--- config.mk ---
export PLATFORM = sky130hd
export DESIGN_NAME = acpc_top
export DESIGN_NICKNAME = d
export VERILOG_FILES = /design/src/logic/acpc_pkg.sv /design/src/logic/acpc_ctrl_if.sv /design/src/logic/acpc_conv_timer.sv /design/src/logic/acpc_top.sv
export SDC_FILE = /design/constraint.sdc
export NUM_CORES = 1
export LEC_CHECK = 0
export BUFFER_PORTS_ARGS = -buffer_cell sky130_fd_sc_hd__buf_2
export CAP_MARGIN = 40
export CELL_PAD_IN_SITES_DETAIL_PLACEMENT = 0
export CELL_PAD_IN_SITES_GLOBAL_PLACEMENT = 1
export CORE_MARGIN = 2
export CORE_UTILIZATION = 45
export DETAILED_ROUTE_END_ITERATION = 6
export PLACE_DENSITY = 0.78
export SKIP_LAST_GASP = 1
export SYNTH_ARGS = -nofsm -noshare
export SYNTH_HDL_FRONTEND = slang
export SYNTH_SLANG_ARGS = --single-unit
--- constraint.sdc ---
create_clock -name sys_clk -period 9.1 [get_ports sys_clk]
set_clock_uncertainty 0.1 [all_clocks]
set_input_delay 0.91 -clock sys_clk [delete_from_list [all_inputs] [get_ports sys_clk]]
set_output_delay 0.91 -clock sys_clk [all_outputs]
set_load 0.02 [all_outputs]
--- src/logic/acpc_pkg.sv ---
// shared constants for the converter control block
package acpc_pkg;
  localparam int unsigned ACPC_CLK_HZ = 20_000_000;
  localparam int unsigned ACPC_NUM_CH = 8;
  localparam int unsigned ACPC_CODE_W = 3;
  localparam int unsigned ACPC_RANGE_W = 24;
  localparam logic [23:0] ACPC_RANGE_RESET = 24'hFFFFFF;
  localparam logic [2:0] ACPC_CODE_OFF = 3'h0;
  localparam int unsigned ACPC_CONV_PER_CH_NS = 550;
  localparam int unsigned ACPC_CONV_PER_CH_CYC = (ACPC_CONV_PER_CH_NS * (ACPC_CLK_HZ / 1_000_000)) / 1000;
  localparam int unsigned ACPC_INIT_MS = 10;
  localparam int unsigned ACPC_INIT_CYC = ACPC_INIT_MS * (ACPC_CLK_HZ / 1000);
  localparam int unsigned ACPC_GRST_CYC_DEF = 64;
  localparam int unsigned ACPC_CNT_W = 24;
  localparam logic [2:0] ACPC_CHCNT_FULL = 3'h7;
endpackage : acpc_pkg

--- src/logic/acpc_ctrl_if.sv ---
// interface between the sequencer and the conversion timer
`timescale 1ns/1ps
interface acpc_ctrl_if;
  logic start;
  logic abort;
  logic [3:0] n_ch;
  logic done;
  logic running;
  modport seq (output start, output abort, output n_ch, input done, input running);
  modport tmr (input start, input abort, input n_ch, output done, output running);
endinterface : acpc_ctrl_if

--- src/logic/acpc_conv_timer.sv ---
// conversion timer: counts 550 ns per enabled channel
`timescale 1ns/1ps
module acpc_conv_timer
  import acpc_pkg::*;
(
  input wire logic sys_clk,
  input wire logic nrst,
  acpc_ctrl_if.tmr ctl
);
  logic [15:0] cnt_q;
  logic run_q;
  logic done_q;

  always_ff @(posedge sys_clk or negedge nrst)
  begin
    if (!nrst)
    begin
      cnt_q <= 16'h0000;
      run_q <= 1'b0;
      done_q <= 1'b0;
    end
    else if (ctl.abort)
    begin
      cnt_q <= 16'h0000;
      run_q <= 1'b0;
      done_q <= 1'b0;
    end
    else if (ctl.start && !run_q)
    begin
      // at least one cycle even with every channel off
      // busy trails the count by one cycle, so load one less to stay within 11N cycles
      cnt_q <= (ctl.n_ch == 4'h0) ? 16'h0001 : 16'(ctl.n_ch * ACPC_CONV_PER_CH_CYC - 1);
      run_q <= 1'b1;
      done_q <= 1'b0;
    end
    else if (run_q)
    begin
      cnt_q <= cnt_q - 16'h0001;
      done_q <= (cnt_q == 16'h0001);
      run_q <= (cnt_q != 16'h0001);
    end
    else
      done_q <= 1'b0;
  end

  assign ctl.done = done_q;
  assign ctl.running = run_q;
endmodule : acpc_conv_timer

--- src/logic/acpc_top.sv ---
// converter control: start, busy, nap, power-down and global reset
`timescale 1ns/1ps
module acpc_top
  import acpc_pkg::*;
#(
  parameter int unsigned INIT_CYC = ACPC_INIT_CYC,
  parameter int unsigned GRST_CYC = ACPC_GRST_CYC_DEF
)
(
  input wire logic sys_clk,
  input wire logic nrst,
  input wire logic convert_start,
  input wire logic power_down_request,
  input wire logic [23:0] range_cfg_in,
  input wire logic range_cfg_we,
  output logic busy,
  output logic sample_hold,
  output logic nap_active,
  output logic powered_down,
  output logic global_reset,
  output logic window_open,
  output logic clear_output_regs,
  output logic [23:0] range_cfg
);
  initial
  begin
    if (INIT_CYC < 1 || INIT_CYC >= (1 << ACPC_CNT_W) || GRST_CYC < 1
        || GRST_CYC >= (1 << ACPC_CNT_W))
      $error("acpc_top: count parameters out of range");
  end

  typedef enum logic [2:0] {
    ACPC_ST_INIT = 3'b000,
    ACPC_ST_IDLE = 3'b001,
    ACPC_ST_CONV = 3'b010,
    ACPC_ST_NAP = 3'b011,
    ACPC_ST_PDN = 3'b100,
    ACPC_ST_GRST = 3'b101
  } acpc_state_t;

  function automatic logic [3:0] acpc_count_enabled(input logic [23:0] cfg);
    logic [3:0] n;
    n = 4'h0;
    for (int i = 0; i < ACPC_NUM_CH; i++)
      if (cfg[i*ACPC_CODE_W +: ACPC_CODE_W] != ACPC_CODE_OFF)
        n = n + 4'h1;
    return n;
  endfunction : acpc_count_enabled

  acpc_state_t st_q;
  logic cs_m_q, cs_s_q, cs_d_q;
  logic pd_m_q, pd_s_q, pd_d_q;
  logic pd_armed_q;
  logic [ACPC_CNT_W-1:0] tmr_q;
  logic busy_q, sh_q, nap_q, pdn_q, grst_q, win_q, clr_q;
  logic [23:0] range_q;
  logic cs_rise, pd_rise, grst_trig;

  acpc_ctrl_if ctl ();

  acpc_conv_timer u_timer (
    .sys_clk(sys_clk),
    .nrst(nrst),
    .ctl(ctl)
  );

  // two-stage synchronisers, then one delay stage for edge detection
  always_ff @(posedge sys_clk or negedge nrst)
  begin
    if (!nrst)
    begin
      cs_m_q <= 1'b0;
      cs_s_q <= 1'b0;
      cs_d_q <= 1'b0;
      pd_m_q <= 1'b0;
      pd_s_q <= 1'b0;
      pd_d_q <= 1'b0;
    end
    else
    begin
      cs_m_q <= convert_start;
      cs_s_q <= cs_m_q;
      cs_d_q <= cs_s_q;
      pd_m_q <= power_down_request;
      pd_s_q <= pd_m_q;
      pd_d_q <= pd_s_q;
    end
  end

  assign cs_rise = cs_s_q && !cs_d_q;
  assign pd_rise = pd_s_q && !pd_d_q;
  assign grst_trig = pd_rise && pd_armed_q;

  // second power-down rise without a conversion in between
  always_ff @(posedge sys_clk or negedge nrst)
  begin
    if (!nrst)
      pd_armed_q <= 1'b0;
    else if (grst_trig || st_q == ACPC_ST_CONV)
      pd_armed_q <= 1'b0;
    else if (pd_rise)
      pd_armed_q <= 1'b1;
  end

  assign ctl.start = (st_q == ACPC_ST_IDLE || st_q == ACPC_ST_NAP) && cs_rise
    && !pd_s_q && !grst_trig;
  assign ctl.abort = grst_trig;
  assign ctl.n_ch = acpc_count_enabled(range_q);

  // main sequencer
  always_ff @(posedge sys_clk or negedge nrst)
  begin
    if (!nrst)
    begin
      st_q <= ACPC_ST_INIT;
      tmr_q <= ACPC_CNT_W'(INIT_CYC);
    end
    else if (grst_trig)
    begin
      st_q <= ACPC_ST_GRST;
      tmr_q <= ACPC_CNT_W'(GRST_CYC);
    end
    else
    begin
      case (st_q)
        ACPC_ST_INIT:
        begin
          if (tmr_q > ACPC_CNT_W'(1))
            tmr_q <= tmr_q - ACPC_CNT_W'(1);
          else
            st_q <= pd_s_q ? ACPC_ST_PDN : ACPC_ST_IDLE;
        end
        ACPC_ST_IDLE:
        begin
          if (pd_s_q)
            st_q <= ACPC_ST_PDN;
          else if (ctl.start)
            st_q <= ACPC_ST_CONV;
        end
        ACPC_ST_CONV:
        begin
          if (ctl.done)
          begin
            if (pd_s_q)
              st_q <= ACPC_ST_PDN;
            else if (cs_s_q)
              st_q <= ACPC_ST_NAP;
            else
              st_q <= ACPC_ST_IDLE;
          end
        end
        ACPC_ST_NAP:
        begin
          if (pd_s_q)
            st_q <= ACPC_ST_PDN;
          else if (!cs_s_q)
            st_q <= ACPC_ST_IDLE;
        end
        ACPC_ST_PDN:
        begin
          if (!pd_s_q)
            st_q <= ACPC_ST_IDLE;
        end
        ACPC_ST_GRST:
        begin
          if (tmr_q > ACPC_CNT_W'(1))
            tmr_q <= tmr_q - ACPC_CNT_W'(1);
          else
          begin
            st_q <= ACPC_ST_INIT;
            tmr_q <= ACPC_CNT_W'(INIT_CYC);
          end
        end
        default:
          st_q <= ACPC_ST_INIT;
      endcase
    end
  end

  // busy and sample-hold follow the conversion
  always_ff @(posedge sys_clk or negedge nrst)
  begin
    if (!nrst)
    begin
      busy_q <= 1'b0;
      sh_q <= 1'b0;
    end
    else if (grst_trig)
    begin
      busy_q <= 1'b0;
      sh_q <= 1'b0;
    end
    else if (ctl.start)
    begin
      busy_q <= 1'b1;
      sh_q <= 1'b1;
    end
    else if (ctl.done)
    begin
      busy_q <= 1'b0;
      sh_q <= 1'b0;
    end
  end

  // status outputs
  always_ff @(posedge sys_clk or negedge nrst)
  begin
    if (!nrst)
    begin
      nap_q <= 1'b0;
      pdn_q <= 1'b0;
      grst_q <= 1'b0;
      win_q <= 1'b0;
      clr_q <= 1'b1;
    end
    else
    begin
      nap_q <= (st_q == ACPC_ST_NAP) && cs_s_q && !grst_trig;
      pdn_q <= pd_s_q && st_q != ACPC_ST_CONV;
      grst_q <= grst_trig || (st_q == ACPC_ST_GRST && tmr_q > ACPC_CNT_W'(1));
      clr_q <= grst_trig || (st_q == ACPC_ST_GRST);
      if (grst_trig || ctl.start || st_q == ACPC_ST_INIT || st_q == ACPC_ST_GRST)
        win_q <= (st_q == ACPC_ST_INIT) && tmr_q == ACPC_CNT_W'(1) && !grst_trig;
      else if (ctl.done)
        win_q <= 1'b1;
    end
  end

  // range codes, defaults on any reset
  always_ff @(posedge sys_clk or negedge nrst)
  begin
    if (!nrst)
      range_q <= ACPC_RANGE_RESET;
    else if (grst_trig || st_q == ACPC_ST_GRST)
      range_q <= ACPC_RANGE_RESET;
    else if (range_cfg_we && win_q)
      range_q <= range_cfg_in;
  end

  assign busy = busy_q;
  assign sample_hold = sh_q;
  assign nap_active = nap_q;
  assign powered_down = pdn_q;
  assign global_reset = grst_q;
  assign window_open = win_q;
  assign clear_output_regs = clr_q;
  assign range_cfg = range_q;
endmodule : acpc_top

Yosys cells after proc, flatten, opt, wreduce, memory -nomap -nowiden
Index checks and enable logic that the tools add are counted.

$add $sub $neg: 10. Bitwise logic cells: 0. Order comparisons: 1. Muxes and demuxes: 44. $mul: 1. Reduce and logical (&&, ||, !) cells: 44. Eq/ne operators: 16. Divide/modulo/power cells: 0. Shift operators: 0.

Operators with widths (number): 2-to-1 mux 24 bit (5); 2-to-1 mux 16 bit (4); case mux 24 bit (2 select lines) (1); 2-to-1 mux 3 bit (11); nonzero test 3 bit (11); adder 4 x 1 -> 4 bit, second input constant (7); 2-to-1 mux 4 bit (7); equality test 24 x 1 -> 1 bit, second input constant (1); > comparator 24 x 1 -> 1 bit, second input constant (1); subtractor 24 x 1 -> 24 bit, second input constant (1); case mux 3 bit (6 select lines) (1); equality test 16 x 1 -> 1 bit, second input constant (1); inequality test 16 x 1 -> 1 bit, second input constant (1); subtractor 16 x 1 -> 16 bit, second input constant (1); logical AND 1 bit (14); 2-to-1 mux 1 bit (14); inequality test 3 bit, second input constant (4); subtractor 8 x 1 -> 9 bit, second input constant (1); multiplier 4 x 4 -> 8 bit, second input constant (1); inequality test 4 bit, second input constant (2); logical OR 1 bit (7); equality test 3 x 2 -> 1 bit, second input constant (2); equality test 3 bit, second input constant (2); inequality test 3 x 2 -> 1 bit, second input constant (2); other kinds (8) (14).

Output and inout bits: 31. Bits in latches: 0. Logic and storage cells: 135. Memories: 0. Flip-flop bits (word level): 82. Input port bits: 29. ROM bits: 0. RAM bits: 0.

Depth between registers and ports, before layout
Depth in word-level cells: 21. Gate-level depth with buffers: 32. Mapped depth without buffers: 32.

Cells and area by module
Synthesis repeated with hierarchy kept, for this count alone.

Cell total of the unflattened synthesis: 580. Area, all modules: 5272.6 sq um.

By module, submodules not included: acpc_top (area an instance 3589.7 sq um, times used 1, sequential area each 1640.3 sq um, cells an instance 396); acpc_conv_timer (area an instance 1682.9 sq um, times used 1, sequential area each 450.4 sq um, cells an instance 184).

Worst setup path before layout
Ideal clock, no wire load.

Path kind: register -> register. Start: register range_q[4] (netlist: range_cfg[4]). End: register u_timer.cnt_q[13]. Data required time: 8899 ps. Data arrival time: 6246 ps. Library setup time: 101 ps. Path buffers: 0. Cell stages (with the launch flop): 30. Setup slack: 2653 ps. Period minus slack after synthesis: 6447 ps. Cells stage by stage: dfstp_2 nor3_1 ha_1 xor2_4 ha_1 nor2_1 a31oi_4 xor2_1 mux2_2 ha_1 nor2_1 a21oi_1 a31oi_2 xnor2_1 o22ai_1 nand2b_1 ha_1 nand2_1 xor2_1 xnor2_1 inv_1 ha_1 fa_1 ha_1 a21o_1 nand2_1 a21oi_1 mux2i_1 nor3_1 o32ai_1.

Cells in the longest elaborated chain, start to end: 19. Elaborated cells between the ends (all ways): 20. Classes of those cells: 7 x add/sub; 1 x mul; 10 x mux; 2 x reduce/logical.

Ends and longest elaborated chain: start, declared (line acpc_top.sv:56) `logic [23:0] range_q;`; start signal, assigned (line acpc_top.sv:237) `range_q <= range_cfg_in;`; nonzero test 3 bit * (line acpc_top.sv:45) `if (cfg[i*ACPC_CODE_W +: ACPC_CODE_W] != ACPC_CODE_OFF)`; 2-to-1 mux 4 bit * (line acpc_top.sv:45); adder 4 x 1 -> 4 bit (line acpc_top.sv:46) `n = n + 4'h1;`; 2-to-1 mux 4 bit * (line acpc_top.sv:45); adder 4 x 1 -> 4 bit (line acpc_top.sv:46); 2-to-1 mux 4 bit * (line acpc_top.sv:45); adder 4 x 1 -> 4 bit (line acpc_top.sv:46); 2-to-1 mux 4 bit * (line acpc_top.sv:45); [... 3 more ...]; 2-to-1 mux 4 bit * (line acpc_top.sv:45); adder 4 x 1 -> 4 bit (line acpc_top.sv:46); 2-to-1 mux 4 bit * (line acpc_top.sv:45); multiplier 4 x 4 -> 8 bit (line acpc_conv_timer.sv:32) `cnt_q <= (ctl.n_ch == 4'h0) ? 16'h0001 : 16'(ctl.n_ch * ACPC_CONV_PER_CH_CYC - 1);`; subtractor 8 x 1 -> 9 bit (line acpc_conv_timer.sv:32); 2-to-1 mux 16 bit * (line acpc_conv_timer.sv:32); 2-to-1 mux 16 bit * (line acpc_conv_timer.sv:28) `else if (ctl.start && !run_q)`; 2-to-1 mux 16 bit * (line acpc_conv_timer.sv:22) `else if (ctl.abort)`; end signal, assigned (line acpc_conv_timer.sv:32); end signal, assigned (line acpc_conv_timer.sv:38) `cnt_q <= cnt_q - 16'h0001;`; end, declared (line acpc_conv_timer.sv:10) `logic [15:0] cnt_q;`.

Every way passes the cells marked *; elsewhere a longest branch is shown, timed or not. A chain may end at the register's enable or synchronous reset.

Worst setup path in the final report
Same ends and word-level chain as after synthesis.

==> flow_summary.ini <==
[synth]
yosys-top-cells-area = dfrtp_1, dfstp_2, ha_1
synthMuxAreaShare = 0.0101
yosysWarnings = 0
syn_nets = 629
synth-xor-area-share = 0.0852
synth_ff_type = dfrtp_1
synth-compound-area-share = 0.124
postSynth.asyncResetShare = 1.00
synth-edff-count = 0
synth_area_per_cell_um2 = 9.11
syn_inst = 569
seq_area_frac_synth = 0.403
ys_types = 63
ys_ff_latch = 82
yosysTopAreaCell = dfrtp_1
synthAdderAreaFrac = 0.0806
synth_top_family_by_area = simple AND/OR/NAND/NOR gates
syn_area_mm2 = 0.00519
yosys.area_share.simple = 0.257
yosysMostFrequentCell = nand2_1
synth_top_area_frac = 0.246
synthTopCellsByCount = nand2_1, dfrtp_1, nor2_1

[critical_path]
worst_setup_path_start_kind = flip-flop
cp_slowest_cell = nor3_1
rr_endpoint = u_timer.cnt_q[13]
r2r_start = range_cfg[4]
critPathMaxFanout = 5
endpoint_kind = flip-flop
cp.arrival_ns = 7.25
endpoint = u_timer.cnt_q[13]
slowest_delay_ns = 0.45
worstSetupStartpoint = range_cfg[4]
required_ns = 9.24
timing.reg2reg.setup_slack_ns = 1.99
crit_type = reg -> reg
crit_top_cell = ha_1
rr_worst_depth = 29

[routing]
drt_iter0_drc = 242
route.vias.total = 4218
ant_nets = 0
via_per_inst = 5.54
wl_mm = 11.7
drt-wirelength-per-cell_um = 15.4
drc = 0
drt_pass1_iterations = 4

[clock_tree]
cts_tree = built
cts_sinks = 82
hold_buffers = 0
clkTransAtPathRegs_ns = 0.06
htree_num_levels = 3
cts-resized-gates = 0
post-cts-setup-buffer-count = 0
clockRootBuffer = clkbuf_16
cts_made_buffers = 9
clock_latency_ns = 0.35
clockBufferDepth = 2

[global_route]
grt_overflow = 0
grt_pass1_vias = 4264
grt_util_all_layers = 0.200
grt_max_degree = 60
antenna_found_initial = 0
grt_first_pass_wirelength_mm = 20.5

[power]
power_density_mw_per_mm2 = 280
power_switching_w = 0.000657
seq_power_share = 0.395
comb_power_share = 0.386
ir_worst_vdd_v = 0.000161
p_int_w = 0.000984
swShare = 0.400
p_leak_nw = 2.64
clkPwrFrac = 0.219

[timing]
final.setup.tns_ns = 0
slew_viol_final = 0
tightest_slew_ns = 0.824
slew_headroom = 0.450
period_share = 0.781
setup_viol = 0
rsz0062_at_grt = false
hold_viol_final = 0
post-route-min-period_ns = 7.11
fin_ws_ns = 1.99
fmax_ghz = 0.141

[die]
num_rows = 39
die_h_um = 111
boundaryPins = 60
die-area_mm2 = 0.0124
start_util = 0.458
fp.coreArea_mm2 = 0.0113
dieWidth_um = 111

[final_layout]
diodes = 0
nets = 674
area_growth_pct = 13.1
drive_gt1_frac = 0.212

[placed_design]
dp.final_hpwl_mm = 8.39
pre_cts_slack_ns = 2.03
place.gp.congestion = 0.814
portBuffers = 59

[outcome]
status = complete, no violations

[hold_path]
hold_class = reg -> reg

[job]
max-cap-violations = 0
## flip-flops by register name, indices dropped and copies added (netlist names), 3 cells and up
name / cells
u_timer.cnt_q: 16
st_q: 3
tmr_q: 24
range_cfg: 24
## logic make-up (layout without fill, tap and decap cells)
family                   after synthesis  after routing
AO/OA/AOI/OAI                         95             95
flip-flops                            82             82
AND/OR/NAND/NOR                      264            264
XOR/XNOR                              44             44
multiplexers                           5              5
buffers and inverters                 48             98
adder cells (fa/ha/maj)               31             31
## power groups by stage
| stage | clock, W | sequential (W) | combinational [W] |
|---|---|---|---|
| after detailed placement | 0 | 0.000653 | 0.000633 |
| after global routing | 0.000386 | 0.000670 | 0.000719 |
| after global placement | 0 | 0.000646 | 0.000626 |
| after floorplan | 0 | 0.000633 | 0.000497 |
| after CTS | 0.000370 | 0.000647 | 0.000636 |
| final | 0.000359 | 0.000648 | 0.000634 |
## layer usage
metal / wire, um / GRT usage / part of all wire
met1: 5520 / 0.269 / 0.47
met2: 5520 / 0.320 / 0.47
met3: 408 / 0.0359 / 0.035
met4: 265 / 0.0864 / 0.023
met5: 0 / 0 / 0
## per-stage QoR
step	utilization	std cells	hold WS (ns)	area (um^2)	total power (W)
2_1_floorplan	-	569	0.231	5190	0.00113
3_3_place_gp	0.490	745	0.234	5550	0.00127
3_5_place_dp	0.493	746	0.236	5580	0.00129
4_1_cts	0.518	762	0.250	5870	0.00165
5_1_grt	0.518	762	0.257	5870	0.00177
6_report	0.518	762	0.246	5870	0.00164
## layout by cell type (no fill, tap or decap), drive strengths merged, types with 13 or more instances in the layout
cell,synthesis,routed
inv,19,19
dfstp,31,31
nand2,78,78
nor3,34,34
buf,7,63
xnor2,30,30
a21oi,31,31
o21ai,17,17
ha,27,27
nand3,31,31
or3,14,14
xor2,13,13
nor2,49,49
dfrtp,51,51
## worst min-delay path by stage
stage / from / endpoint / slack [ns] / cells after the start
floorplan: cs_m_q / cs_s_q / 0.23 / 0
global placement: cs_m_q / cs_s_q / 0.23 / 0
detailed placement: cs_m_q / cs_s_q / 0.24 / 0
CTS: cs_m_q / cs_s_q / 0.25 / 0
global route: cs_m_q / cs_s_q / 0.26 / 0
finish: cs_m_q / cs_s_q / 0.25 / 0
## layout make-up
cell class | instances | area (um^2)
sequential | 82 | 2090
multi-input combinational | 439 | 2890
clock buffer | 11 | 233
timing repair buffer | 63 | 348
inverter | 19 | 71.3
clock inverter | 5 | 55.1
fill | 1069 | 5460
tap | 143 | 179
## critical path: cells and delay by family (launching register included)
family	cells	cell delay, ns
AO/OA/AOI/OAI	7	1.14
XOR/XNOR	5	1.01
adder cells (fa/ha/maj)	7	2.29
buffers and inverters	1	0.14
flip-flops	1	0.37
multiplexers	2	0.71
AND/OR/NAND/NOR	7	1.25
(Power assumes the default switching activity.)
